--- src/design/iotr_pkg.sv ---
// Purpose: Constants for the pin three-state, keyed reset and readback register bank.
// Assumes: One 50 MHz clock; registers reached through a pointer/data register port.
// Notes: All offsets, fields and codes used by the bank live here.
// Function
// RULE1 - Three-state register holds one bit per pin 0..7; upper byte reserved.
// RULE2 - Bit 0 leaves the pin to its separate pin configuration settings.
// RULE3 - Bit 1 forces the pin to high impedance, overriding its function.
// RULE4 - Writing key 10110101100 to low eleven reset bits fully resets device.
// RULE5 - DAC write takes 12-bit code bits 11..0 into addressed channel; 15..12 reserved.
// RULE6 - Every DAC readback word has its most significant bit set.
// RULE7 - DAC readback carries 3-bit channel code then the 12-bit input register value.
// RULE8 - ADC result has bit 15 clear, channel in 14..12, result in 11..0.
// RULE9 - Temperature word carries tag 0x8 in 15..12 and value in 11..0.
// RULE10 - A reset register write with any other value changes nothing.
package iotr_pkg;

  // ********************************
  // Widths
  // ********************************
  localparam int PINS = 8;
  localparam int CH_W = 3;
  localparam int CODE_W = 12;
  localparam int WORD_W = 16;
  localparam int ADDR_W = 8;

  // ********************************
  // Register pointer values
  // ********************************
  localparam logic [ADDR_W-1:0] ADDR_TRISTATE = 8'h01;
  localparam logic [ADDR_W-1:0] ADDR_SOFTWARE_RESET_KEY = 8'h02;
  localparam logic [ADDR_W-1:0] ADDR_DAC_WR_BASE = 8'h10;
  localparam logic [ADDR_W-1:0] ADDR_DAC_RD_BASE = 8'h20;
  localparam logic [ADDR_W-1:0] ADDR_ADC_RESULT = 8'h30;
  localparam logic [ADDR_W-1:0] ADDR_TEMP_RESULT = 8'h31;

  // ********************************
  // Field values
  // ********************************
  localparam logic [10:0] RESET_KEY = 11'h5ac;
  localparam logic [10:0] RESET_KEY_MASK = 11'h7ff;
  localparam logic [0:0] DAC_RB_MSB = 1'h1;
  localparam logic [0:0] ADC_RB_MSB = 1'h0;
  localparam logic [3:0] TEMP_TAG = 4'h8;
  localparam logic [WORD_W-1:0] WORD_ZERO = 16'h0000;
  localparam logic [PINS-1:0] TRISTATE_RESET = 8'h00;
  localparam logic [CODE_W-1:0] CODE_RESET = 12'h000;

endpackage

--- src/design/iotr_dac_bank.sv ---
// Purpose: Eight DAC input registers with write and readback word formation.
// Assumes: Write strobe and clear come from logic on the same clock.
// Notes: Readback word is combinational from the stored codes.
module iotr_dac_bank (
  input wire logic clk,
  input wire logic reset,
  input wire logic clear,
  input wire logic wr_en,
  input wire logic [iotr_pkg::CH_W-1:0] wr_ch,
  input wire logic [iotr_pkg::CODE_W-1:0] wr_code,
  input wire logic [iotr_pkg::CH_W-1:0] rd_ch,
  output logic [iotr_pkg::WORD_W-1:0] rd_word,
  output logic [iotr_pkg::PINS*iotr_pkg::CODE_W-1:0] dac_codes
);

  typedef struct packed {
    logic [iotr_pkg::PINS-1:0][iotr_pkg::CODE_W-1:0] code;
  } iotr_bank_t;

  iotr_bank_t state;
  iotr_bank_t next_state;

  always_comb begin
    next_state = state;
    if (clear) begin
      for (int i = 0; i < iotr_pkg::PINS; i++) begin
        next_state.code[i] = iotr_pkg::CODE_RESET;
      end
    end else if (wr_en) begin
      next_state.code[wr_ch] = wr_code; // [RULE5]
    end
  end

  always_ff @(posedge clk or posedge reset) begin
    if (reset) begin
      state <= '0;
    end else begin
      state <= next_state;
    end
  end

  // MSB flag, channel code, then stored code.
  assign rd_word = {iotr_pkg::DAC_RB_MSB, rd_ch, state.code[rd_ch]}; // [RULE6] [RULE7]
  assign dac_codes = state.code;

endmodule

--- src/design/iotr_pin_gate.sv ---
// Purpose: Per-pin output enable gating by the three-state selection.
// Assumes: Pin configuration logic supplies drive enable and level on the same clock.
// Notes: Outputs are registered, one cycle after their inputs.
module iotr_pin_gate (
  input wire logic clk,
  input wire logic reset,
  input wire logic [iotr_pkg::PINS-1:0] hiz_sel,
  input wire logic [iotr_pkg::PINS-1:0] cfg_oe,
  input wire logic [iotr_pkg::PINS-1:0] cfg_out,
  output logic [iotr_pkg::PINS-1:0] pin_oe,
  output logic [iotr_pkg::PINS-1:0] pin_out
);

  typedef struct packed {
    logic [iotr_pkg::PINS-1:0] oe;
    logic [iotr_pkg::PINS-1:0] out;
  } iotr_gate_t;

  iotr_gate_t state;
  iotr_gate_t next_state;
  logic [iotr_pkg::PINS-1:0] gated_oe;
  logic [iotr_pkg::PINS-1:0] gated_out;

  for (genvar n = 0; n < iotr_pkg::PINS; n++) begin : g_pin
    // Selected pins float; others follow their configured function.
    assign gated_oe[n] = hiz_sel[n] ? 1'b0 : cfg_oe[n]; // [RULE2] [RULE3]
    assign gated_out[n] = hiz_sel[n] ? 1'b0 : cfg_out[n]; // [RULE2] [RULE3]
  end

  always_comb begin
    next_state = state;
    next_state.oe = gated_oe;
    next_state.out = gated_out;
  end

  always_ff @(posedge clk or posedge reset) begin
    if (reset) begin
      state <= '0;
    end else begin
      state <= next_state;
    end
  end

  assign pin_oe = state.oe;
  assign pin_out = state.out;

endmodule

--- src/design/iotr_regs.sv ---
// Purpose: Top of the three-state, keyed reset, DAC write and readback register bank.
// Assumes: Serial framing decodes each access into a one-cycle strobe with pointer and data.
// Notes: Converter results arrive as one-cycle strobes from logic on the same clock.
module iotr_regs (
  input wire logic clk,
  input wire logic reset,
  input wire logic reg_wr,
  input wire logic reg_rd,
  input wire logic [iotr_pkg::ADDR_W-1:0] reg_addr,
  input wire logic [iotr_pkg::WORD_W-1:0] reg_wdata,
  output logic [iotr_pkg::WORD_W-1:0] reg_rdata,
  output logic reg_rvalid,
  input wire logic adc_done,
  input wire logic [iotr_pkg::CH_W-1:0] adc_channel,
  input wire logic [iotr_pkg::CODE_W-1:0] adc_data,
  input wire logic temp_done,
  input wire logic [iotr_pkg::CODE_W-1:0] temp_data,
  input wire logic [iotr_pkg::PINS-1:0] cfg_oe,
  input wire logic [iotr_pkg::PINS-1:0] cfg_out,
  output logic [iotr_pkg::PINS-1:0] pin_oe,
  output logic [iotr_pkg::PINS-1:0] pin_out,
  output logic [iotr_pkg::PINS*iotr_pkg::CODE_W-1:0] dac_codes,
  output logic device_reset
);

  // ********************************
  // State
  // ********************************
  typedef struct packed {
    logic [iotr_pkg::PINS-1:0] pin_tristate_select;
    logic [iotr_pkg::WORD_W-1:0] conversion_result_word;
    logic [iotr_pkg::WORD_W-1:0] temperature_result_word;
    logic [iotr_pkg::WORD_W-1:0] rdata;
    logic rvalid;
    logic soft_reset;
  } iotr_state_t;

  iotr_state_t state;
  iotr_state_t next_state;

  // ********************************
  // Decode
  // ********************************
  logic key_hit;
  logic dac_wr_hit;
  logic dac_rd_hit;
  logic [iotr_pkg::WORD_W-1:0] dac_rd_word;

  always_comb begin
    key_hit = 1'b0;
    dac_wr_hit = 1'b0;
    dac_rd_hit = 1'b0;
    if (reg_addr == iotr_pkg::ADDR_SOFTWARE_RESET_KEY) begin
      // Only the exact key in the low eleven bits counts; upper bits are ignored.
      key_hit = (reg_wdata[10:0] & iotr_pkg::RESET_KEY_MASK) == iotr_pkg::RESET_KEY; // [RULE4] [RULE10]
    end else if (reg_addr[iotr_pkg::ADDR_W-1:iotr_pkg::CH_W] ==
                 iotr_pkg::ADDR_DAC_WR_BASE[iotr_pkg::ADDR_W-1:iotr_pkg::CH_W]) begin
      dac_wr_hit = 1'b1;
    end else if (reg_addr[iotr_pkg::ADDR_W-1:iotr_pkg::CH_W] ==
                 iotr_pkg::ADDR_DAC_RD_BASE[iotr_pkg::ADDR_W-1:iotr_pkg::CH_W]) begin
      dac_rd_hit = 1'b1;
    end
  end

  // ********************************
  // Next state
  // ********************************
  always_comb begin
    next_state = state;
    next_state.rvalid = 1'b0;
    next_state.soft_reset = 1'b0;
    if (state.soft_reset) begin
      // Full reset clears every writable register and stored result.
      next_state.pin_tristate_select = iotr_pkg::TRISTATE_RESET; // [RULE4]
      next_state.conversion_result_word = iotr_pkg::WORD_ZERO;
      next_state.temperature_result_word = iotr_pkg::WORD_ZERO;
      next_state.rdata = iotr_pkg::WORD_ZERO;
    end else begin
      if (reg_wr) begin
        if (reg_addr == iotr_pkg::ADDR_TRISTATE) begin
          // Upper byte is reserved and not stored.
          next_state.pin_tristate_select = reg_wdata[iotr_pkg::PINS-1:0]; // [RULE1]
        end else if (reg_addr == iotr_pkg::ADDR_SOFTWARE_RESET_KEY) begin
          next_state.soft_reset = key_hit; // [RULE4] [RULE10]
        end
      end
      if (adc_done) begin
        next_state.conversion_result_word = {iotr_pkg::ADC_RB_MSB, adc_channel, adc_data}; // [RULE8]
      end
      if (temp_done) begin
        next_state.temperature_result_word = {iotr_pkg::TEMP_TAG, temp_data}; // [RULE9]
      end
      if (reg_rd) begin
        next_state.rvalid = 1'b1;
        if (reg_addr == iotr_pkg::ADDR_TRISTATE) begin
          next_state.rdata = {{(iotr_pkg::WORD_W-iotr_pkg::PINS){1'b0}}, state.pin_tristate_select}; // [RULE1]
        end else if (dac_rd_hit) begin
          next_state.rdata = dac_rd_word; // [RULE6] [RULE7]
        end else if (reg_addr == iotr_pkg::ADDR_ADC_RESULT) begin
          next_state.rdata = state.conversion_result_word; // [RULE8]
        end else if (reg_addr == iotr_pkg::ADDR_TEMP_RESULT) begin
          next_state.rdata = state.temperature_result_word; // [RULE9]
        end else begin
          // Reset, DAC write and unmapped pointers read as zero.
          next_state.rdata = iotr_pkg::WORD_ZERO;
        end
      end
    end
  end

  always_ff @(posedge clk or posedge reset) begin
    if (reset) begin
      state <= '0;
    end else begin
      state <= next_state;
    end
  end

  // ********************************
  // Submodules
  // ********************************
  iotr_dac_bank u_dac_bank (
    .clk(clk),
    .reset(reset),
    .clear(state.soft_reset),
    .wr_en(reg_wr & dac_wr_hit & ~state.soft_reset),
    .wr_ch(reg_addr[iotr_pkg::CH_W-1:0]),
    .wr_code(reg_wdata[iotr_pkg::CODE_W-1:0]),
    .rd_ch(reg_addr[iotr_pkg::CH_W-1:0]),
    .rd_word(dac_rd_word),
    .dac_codes(dac_codes)
  );

  iotr_pin_gate u_pin_gate (
    .clk(clk),
    .reset(reset),
    .hiz_sel(state.pin_tristate_select),
    .cfg_oe(cfg_oe),
    .cfg_out(cfg_out),
    .pin_oe(pin_oe),
    .pin_out(pin_out)
  );

  // ********************************
  // Outputs
  // ********************************
  assign reg_rdata = state.rdata;
  assign reg_rvalid = state.rvalid;
  assign device_reset = state.soft_reset;

endmodule

--- config.mk ---
export PLATFORM = sky130hd
export DESIGN_NAME = iotr_regs
export DESIGN_NICKNAME = d
export VERILOG_FILES = /design/src/design/iotr_pkg.sv /design/src/design/iotr_dac_bank.sv /design/src/design/iotr_pin_gate.sv /design/src/design/iotr_regs.sv
export SDC_FILE = /design/constraint.sdc
export NUM_CORES = 1
export LEC_CHECK = 0
export BUFFER_PORTS_ARGS = -buffer_cell sky130_fd_sc_hd__clkbuf_2
export CAP_MARGIN = 20
export CORE_ASPECT_RATIO = 0.9
export CORE_MARGIN = 10
export CORE_UTILIZATION = 48
export DETAILED_ROUTE_END_ITERATION = 12
export HOLD_SLACK_MARGIN = 0.12
export PLACE_DENSITY = 0.85
export SYNTH_ARGS = -nofsm -noshare
export SYNTH_HDL_FRONTEND = slang
export SYNTH_SLANG_ARGS = --single-unit
--- constraint.sdc ---
create_clock -name clk -period 5.5 [get_ports clk]
set_input_delay 1.1 -clock clk [delete_from_list [all_inputs] [get_ports clk]]
set_output_delay 1.1 -clock clk [all_outputs]
set_load 0.005 [all_outputs]
==> summary.md, run 1 <==
| Metric | Value |
|---|---|
| Complex-gate fraction of the synthesized area | `5.53%` |
| CTS root buf | `clkbuf_16` |
| Peak Freq | `303 MHz` |
| Diodes inserted | `0` |
| Synth Instances | `684` |
| Met2 routed WL | `11400 um` |
| Post-synthesis simple-gate area fraction | `13.0%` |
| # DRC | `0` |
| #FFs+latches synth | `166` |
| Design Area, Final | `9510 um2` |
| # clock sinks | `166` |
| Mux cell area share after synthesis | `23.6%` |
| Status | `completed` |
| FP Rows | `44` |
| Worst-margin pin slew | `1140 ps` |
| Non-Filler Instances | `1058` |
| Initial antenna violation count | `0` |
| Crit path kind | `in2reg` |
| Slew margin rel. | `23.6%` |
| Power Dens Cells | `314 nW/um2` |
| TritonCTS clock tree | `built` |
| Syn nets | `757` |
| Synthesized area per cell | `11.5 um2` |
| Clock skew | `5.52 ps` |
| Final Critical Period | `3300 ps` |
| CTS HTree Levels | `4` |
| Netlist cell types | `36` |
| Xor and xnor area share after synthesis | `0%` |
| CTS resizes | `0` |
| Final antenna-violating net count | `0` |
| Crit path capture type | `register` |
| Fin Setup TNS | `0 ps` |
| Setup crit start | `reg_addr[2]` |
| Sequential area share after synthesis | `52.9%` |
| Die Y | `141 um` |
| Filler cells | `1365` |
| Top cell type's share of synthesized area | `52.9%` |
| WP data arrival | `3580 ps` |
| Storage cell area | `4160 um2` |
| Post-Synth Adder-Cell Area | `0%` |
| Largest fanout on the critical path | `13` |
| Vias | `5918` |
| Final core occ | `59.1%` |
| Wire length on met3 | `1830 um` |
| CP Launch Type | `primary input` |
| Reg-to-reg endpoint | `reg_rdata[10]$_DFFE_PP0P_` |
| Largest cells by area after synthesis | `dfrtp_1 53%, mux2i_1 21%, nor2_1 7.0%` |
| Max cap viols | `0` |
| I/O pins | `203` |
| Final setup violation count | `0` |
| Vias in the first global route | `6105` |
| Synth Warn # | `0` |
| Peak supply drop | `0.000298 V` |
| HP Class | `reg2reg` |
| Top sig layer | `met4` |
| Hold path startpoint | `reg_rdata[12]$_DFFE_PP0P_` |
| Total gr overflow | `0` |
| Post-Syn Area | `7860 um2` |
| Clock buffer count from CTS | `17` |
| Mean number of vias per cell | `5.59` |
| Final HPWL DP | `16800 um` |
| Final setup margin | `2200 ps` |
| FF-to-FF setup slack | `3050 ps` |
| Reg-to-Reg Start | `device_reset$_DFF_PP0_` |
| Pin count of the biggest net entering global routing | `167` |
| Final Cycle Share | `60.0%` |
| Overall routing resource usage | `21.3%` |
| Slew Limit Fails | `0` |
| Die ar. | `21900 um2` |
| First-pass GRT wire length | `36200 um` |
| Routed length on met1 | `9980 um` |
| Post-CTS Setup Inserts | `0` |
| Crit path to | `u_dac_bank.dac_codes[54]$_DFFE_PP0P_` |
| Hold Violations, Final | `0` |
| Lkg Pwr | `0.00508 uW` |
| CTS Buffer Depth | `2` |
| Final GP Congestion | `0.834` |
| Multi-input logic area | `3320 um2` |
| Final wirelength | `23700 um` |
| Layout cells sized above 1 | `30.4%` |
| Core area | `16100 um2` |
| Port Buf Inserts | `198` |
| Req. time, crit path | `5780 ps` |
| Clock Latency Late Sink | `430 ps` |
| RSZ-0062 raised after global routing | `false` |
| Nets | `911` |
| Initial DRC count | `386` |
| Largest family of logic cells by synthesized area | `multiplexers` |
| Initial core utilization | `48.9%` |
| Wire per inst | `22.4 um` |
| Place WS | `1760 ps` |
| Worst R2R Path Depth | `4` |
| Chip width | `155 um` |
| Reg clk slew, reported paths | `60 ps` |
| CTS Hold Bufs | `0` |
| Placed cell area | `8840 um2` |
| Inst Count DP | `1026` |
| Synthesis-to-finish area growth | `21.0%` |
| Pre-antenna DRT Iters | `5` |
| Leading area contributor after synthesis | `dfrtp_1` |
[per-layer routing]
layer	vias to the layer above	global-route usage, %
met1	2971	27.2
met2	226	33.5
li1	2690	-
met5	-	0
met3	31	7.56
met4	0	6.11
[worst min path at each step]
| stage | end | slack, ps | cells after the start |
|---|---|---|---|
| after global routing | reg_rdata[9]$_DFFE_PP0P_ | 520 | 2 |
| after CTS | reg_rdata[14]$_DFFE_PP0P_ | 490 | 2 |
| after floorplan | u_pin_gate.pin_oe[1]$_DFF_PP0_ | 450 | 1 |
| final | reg_rdata[12]$_DFFE_PP0P_ | 480 | 2 |
| after detailed placement | reg_rdata[14]$_DFFE_PP0P_ | 470 | 2 |
| after global placement | reg_rdata[12]$_DFFE_PP0P_ | 460 | 2 |
[cell families (layout without fill, tap and decap cells)]
group,Yosys count,in the layout
compound gates,56,56
buf+inv,77,244
mux,175,175
flops,166,166
simple gates,210,210
[synth_stat cells, drive strengths merged]
library cell    n
or3             1
nand3           9
inv             1
nor2          146
nor4            2
clkinv          1
a22oi          23
mux2i         167
and4b           1
a221oi          8
nand2b          2
mux4            8
clkbuf         36
nand2          10
nor3            1
nor4bb          1
nand4           5
dfrtp         166
a211oi          8
nor2b          19
a31oi           1
nor4b           6
nand4b          1
o221ai          4
nor3b           3
or4b            1
o21ai           4
buf            39
a22o            8
and2            2
[cells in the final DEF (no fill, tap or decap), drive strengths merged, types with 3 or more instances in the layout]
master  count
nor2b      19
nand2      10
buf        13
clkbuf    217
o21ai       4
clkinv      5
mux2i     167
o221ai      4
nand3       9
nor2      146
nor3b       3
a211oi      8
a221oi      8
a22oi      23
nor4b       6
dfrtp     166
nand4       5
mux4        8
bufinv      6
a22o        8
[critical path, stage by stage]
cell	delay (ps)
clkbuf_2	350
nor2b_1	730
nor4b_4	1050
mux2i_1	280
nor2_1	60
[through the flow]
stage / hold WS [ps] / power [uW]
after floorplan: 445 / 1520
after global placement: 463 / 1640
after detailed placement: 473 / 1650
after CTS: 488 / 3000
after global routing: 515 / 3090
final: 484 / 2980
[sequential cells by signal (all words and copies together) (netlist names)]
name                  count
u_pin_gate.pin_oe         8
state                    36
device_reset              1
u_pin_gate.pin_out        8
reg_rvalid                1
reg_rdata                16
u_dac_bank.dac_codes     96
[cell type report]
cell class	count	share of cell area, %
flip-flops and latches	166	43.7
clock buffers	20	4.70
well taps	207	2.72
repair buffers	210	11.5
clock inverters	12	2.36
inverters	2	0.118
multi-input cells	441	34.9
[report_power, final]
group / total, uW / internal [uW] / switching [uW] / leakage [uW]
clock network: 1360 / 865 / 495 / 0.000325
registers: 1340 / 1290 / 49.6 / 0.00218
logic: 285 / 120 / 165 / 0.00258
Power figures use the tool's default switching activity.
==> run 2, diff against run 1 <==
--- a/config.mk
+++ b/config.mk
@@ -5,6 +5,7 @@
 export SDC_FILE = /design/constraint.sdc
 export NUM_CORES = 1
 export LEC_CHECK = 0
+export ABC_AREA = 1
 export BUFFER_PORTS_ARGS = -buffer_cell sky130_fd_sc_hd__clkbuf_2
 export CAP_MARGIN = 20
 export CORE_ASPECT_RATIO = 0.9
==> constraint.sdc (replaced) <==
create_clock -name clk -period 2.75 [get_ports clk]
set_input_delay 0.55 -clock clk [delete_from_list [all_inputs] [get_ports clk]]
set_output_delay 0.55 -clock clk [all_outputs]
set_load 0.005 [all_outputs]
==> run 2 against run 1 <==
Compared with the run above:
- power rose by 84%
- via count rose by 24%
- sequential cell count did not move
- first-iteration DRC count rose by 73%
- non-clock buffer count rose by 7
- synthesized area fell by 0.16%
- synthesized cell count rose by 39%
- worst setup slack got worse by 1600 ps
- global-route usage rose by 2.3 points
- sequential share of layout area rose by 0.31 points
- largest cell class unchanged
==> summary.md, run 2 <==
| Metric | Value |
|---|---|
| Status | `completed (unchanged)` |
| Clock Latency Late Sink | `440 ps (was 430 ps)` |
| Final HPWL DP | `19800 um (was 16800 um)` |
| Worst-margin pin slew | `967 ps (was 1140 ps)` |
| Final wirelength | `26200 um (was 23700 um)` |
| Final antenna-violating net count | `0 (unchanged)` |
| Synthesis-to-finish area growth | `20.2% (was 21.0%)` |
| Crit-path max cell delay | `680 ps (was 1050 ps)` |
| Largest cells by area after synthesis | `dfrtp_1 53%, nand2_1 14%, nand3_1 6.6% (was dfrtp_1 53%, mux2i_1 21%, nor2_1 7.0%)` |
| Complex-gate fraction of the synthesized area | `11.5% (was 5.53%)` |
| CP Cell Sequence | `clkinv_1 -> nand2_1 -> inv_1 -> nand3_1 -> nor3_1 (was clkbuf_2 -> nor2b_1 -> nor4b_4 -> mux2i_1 -> nor2_1)` |
| Worst R2R Path Depth | `5 (was 4)` |
| Largest family of logic cells by synthesized area | `simple AND/OR/NAND/NOR gates (was multiplexers)` |
| #FFs+latches synth | `166 (unchanged)` |
| Post-Synth Adder-Cell Area | `0% (unchanged)` |
| Busiest grt layer | `met2 (unchanged)` |
| Wire per inst | `19.4 um (was 22.4 um)` |
| Synth Instances | `949 (was 684)` |
| # DRC | `0 (unchanged)` |
| WP data arrival | `2430 ps (was 3580 ps)` |
| Final Cycle Share | `76.8%` |
| Post-Syn Area | `7850 um2 (was 7860 um2)` |
| Crit path kind | `reg2reg (was in2reg)` |
| Placed cell area | `8870 um2 (was 8840 um2)` |
| # clock sinks | `166 (unchanged)` |
| Syn nets | `1022 (was 757)` |
| Design Area, Final | `9430 um2 (was 9510 um2)` |
| Clock buffer count from CTS | `17 (unchanged)` |
| CTS Buffer Depth | `2 (unchanged)` |
| Part of the power in registers | `48.6% (was 44.9%)` |
| Vias in the first global route | `7126 (was 6105)` |
| Synthesized area per cell | `8.27 um2 (was 11.5 um2)` |
| Psw | `1470 uW (was 709 uW)` |
| First-pass GRT wire length | `40400 um (was 36200 um)` |
| CTS root buf | `clkbuf_16 (unchanged)` |
| Initial DRC count | `667 (was 386)` |
| FP Rows | `44 (unchanged)` |
| CTS Hold Bufs | `0 (unchanged)` |
| Slew Limit Fails | `0 (unchanged)` |
| Mux cell area share after synthesis | `0% (was 23.6%)` |
| Lkg Pwr | `0.00491 uW (was 0.00508 uW)` |
| HP Class | `in2async (was reg2reg)` |
| Die Y | `141 um (about the same)` |
| Place WS | `356 ps (was 1760 ps)` |
| Core area | `16100 um2 (unchanged)` |
| Layout cells sized above 1 | `25.5% (was 30.4%)` |
| Mean number of vias per cell | `5.45 (was 5.59)` |
| Clock power share | `40.7% (was 45.6%)` |
| Crit path capture type | `register (unchanged)` |
| Nets | `1199 (was 911)` |
| Crit path max-delay family | `simple AND/OR/NAND/NOR gates (unchanged)` |
| Max cap viols | `0 (unchanged)` |
| Filler cells | `1426 (was 1365)` |
| RSZ-0062 raised after global routing | `false (unchanged)` |
| Xor and xnor area share after synthesis | `0% (unchanged)` |
| Vias | `7342 (was 5918)` |
| CTS HTree Levels | `4 (unchanged)` |
| Critical Path Slowest Stage Cell | `dfrtp_1 (was nor4b_4)` |
| Pre-antenna DRT Iters | `5 (unchanged)` |
| GRT met1 Usage | `30.5% (was 27.2%)` |
| Slew margin rel. | `35.6% (was 23.6%)` |
| Fin Setup TNS | `0 ps (unchanged)` |
| Clock skew | `8.71 ps (was 5.52 ps)` |
| TritonCTS clock tree | `built (unchanged)` |
| Main flop type after synthesis | `dfrtp_1 (unchanged)` |
| Final GP Congestion | `0.882 (was 0.834)` |
| Gate power share | `10.8% (was 9.6%)` |
| Leading area contributor after synthesis | `dfrtp_1 (unchanged)` |
| Most frequent cells in the layout | `284 x nand2_1, 198 x clkbuf_2, 166 x dfrtp_1 (was 197 x clkbuf_2, 167 x mux2i_1, 165 x dfrtp_1)` |
| Largest register FFs | `96 (unchanged)` |
| Peak Freq | `473 MHz` |
| Final core occ | `58.7% (was 59.1%)` |
| Synth Warn # | `0 (unchanged)` |
| Initial antenna violation count | `0 (unchanged)` |
| Final Critical Period | `2110 ps` |
| CP Launch Type | `register (was primary input)` |
| Most common library cell in the layout ignoring fill and taps | `nand2_1 (was clkbuf_2)` |
| Post-CTS Setup Inserts | `0 (unchanged)` |
| I/O pins | `203 (unchanged)` |
| Top cells by count, synth | `284 x nand2_1, 166 x dfrtp_1, 103 x nand3_1 (was 167 x mux2i_1, 166 x dfrtp_1, 146 x nor2_1)` |
| Crit. path cell count | `5 (unchanged)` |
| Die ar. | `21900 um2 (about the same)` |
| GR Util met3 | `8.10% (was 7.56%)` |
| Number of enable flip-flop cells after synthesis | `0 (unchanged)` |
| Pin count of the biggest net entering global routing | `41 (was 167)` |
| Hold_ws | `273 ps (was 484 ps)` |
| Hold Violations, Final | `0 (unchanged)` |
| Top cell type's share of synthesized area | `53.0% (was 52.9%)` |
| CTS resizes | `0 (unchanged)` |
| Final setup margin | `637 ps (was 2200 ps)` |
| Overall routing resource usage | `23.6% (was 21.3%)` |
| Peak supply drop | `0.000475 V (was 0.000298 V)` |
| WP buf/inv | `2 (was 1)` |
| Async S/R FF share, synth | `100% (unchanged)` |
| FF-to-FF setup slack | `640 ps (was 3050 ps)` |
| Port Buf Inserts | `198 (unchanged)` |
| Met2 Resource Use GR | `36.4% (was 33.5%)` |
| Total gr overflow | `0 (unchanged)` |
| Power Dens Cells | `581 nW/um2 (was 314 nW/um2)` |
| Reg clk slew, reported paths | `60 ps (about the same)` |
| Req. time, crit path | `3070 ps (was 5780 ps)` |
| Post-synthesis simple-gate area fraction | `26.3% (was 13.0%)` |
| Sw Ratio | `26.8% (was 23.8%)` |
| Largest fanout on the critical path | `12 (was 13)` |
| Power Internal | `4010 uW (was 2270 uW)` |
| Chip width | `155 um (about the same)` |
| Sequential area share after synthesis | `53.0% (was 52.9%)` |
| Final setup violation count | `0 (unchanged)` |
| Most common cell in the netlist | `nand2_1 (was mux2i_1)` |
| Initial core utilization | `48.8% (was 48.9%)` |
| Netlist cell types | `37 (was 36)` |
[run 2: cell type report]
| type | count | area, um2 | share of cell area (%) |
|---|---|---|---|
| multi-input cells | 636 | 2970 | 31.4 |
| well taps | 207 | 259 | 2.75 |
| flip-flops and latches | 166 | 4150 | 44.0 |
| inverters | 88 | 344 | 3.65 |
| repair buffers | 217 | 1160 | 12.3 |
| clock buffers | 23 | 478 | 5.07 |
| clock inverters | 9 | 70.1 | 0.743 |
| diodes | 1 | 2.50 | 0.0265 |
[run 2: cells by family after synthesis]
family,count (synthesis)
compound gates,164
buf+inv,147
flops,166
simple gates,472
[run 2: power by group through the flow]
stage               sequential [uW]  clock, uW  combinational (uW)
finish                         2660       2230                 590
global route                   2670       2350                 663
CTS                            2660       2250                 593
detailed placement             2700          0                 589
global placement               2700          0                 570
floorplan                      2690          0                 317
[run 2: stage by stage]
stage	std cells	total power, uW
after floorplan	949	3010
after global placement	1313	3270
after detailed placement	1313	3290
after CTS	1345	5500
after global routing	1346	5690
final	1347	5480
[run 2: layer usage]
metal  vias up  routed length (um)
met1      3483               10600
met2       416               12000
met4         0                 656
li1       3393                   -
met5         -                   0
met3        50                2960
[run 2: path summary, 6_finish.rpt]
| check | startpoint | end |
|---|---|---|
| worst min-delay path | reset | u_pin_gate.pin_out[3]$_DFF_PP0_ |
| max in group asynchronous | reset | state[40]$_DFFE_PP0P_ |
| min in group clk | cfg_out[2] | u_pin_gate.pin_out[2]$_DFF_PP0_ |
| worst max register to register | device_reset$_DFF_PP0_ | device_reset$_DFF_PP0_ |
| worst min register to register | reg_rdata[3]$_DFFE_PP0P_ | reg_rdata[3]$_DFFE_PP0P_ |
| worst max-delay path | device_reset$_DFF_PP0_ | device_reset$_DFF_PP0_ |
[run 2: worst reg2reg max path, cell delays in order (launching register included)]
cell and delay (ps):
dfrtp_1 680, clkinv_1 510, nand2_1 570, inv_1 100, nand3_1 90, nor3_1 50
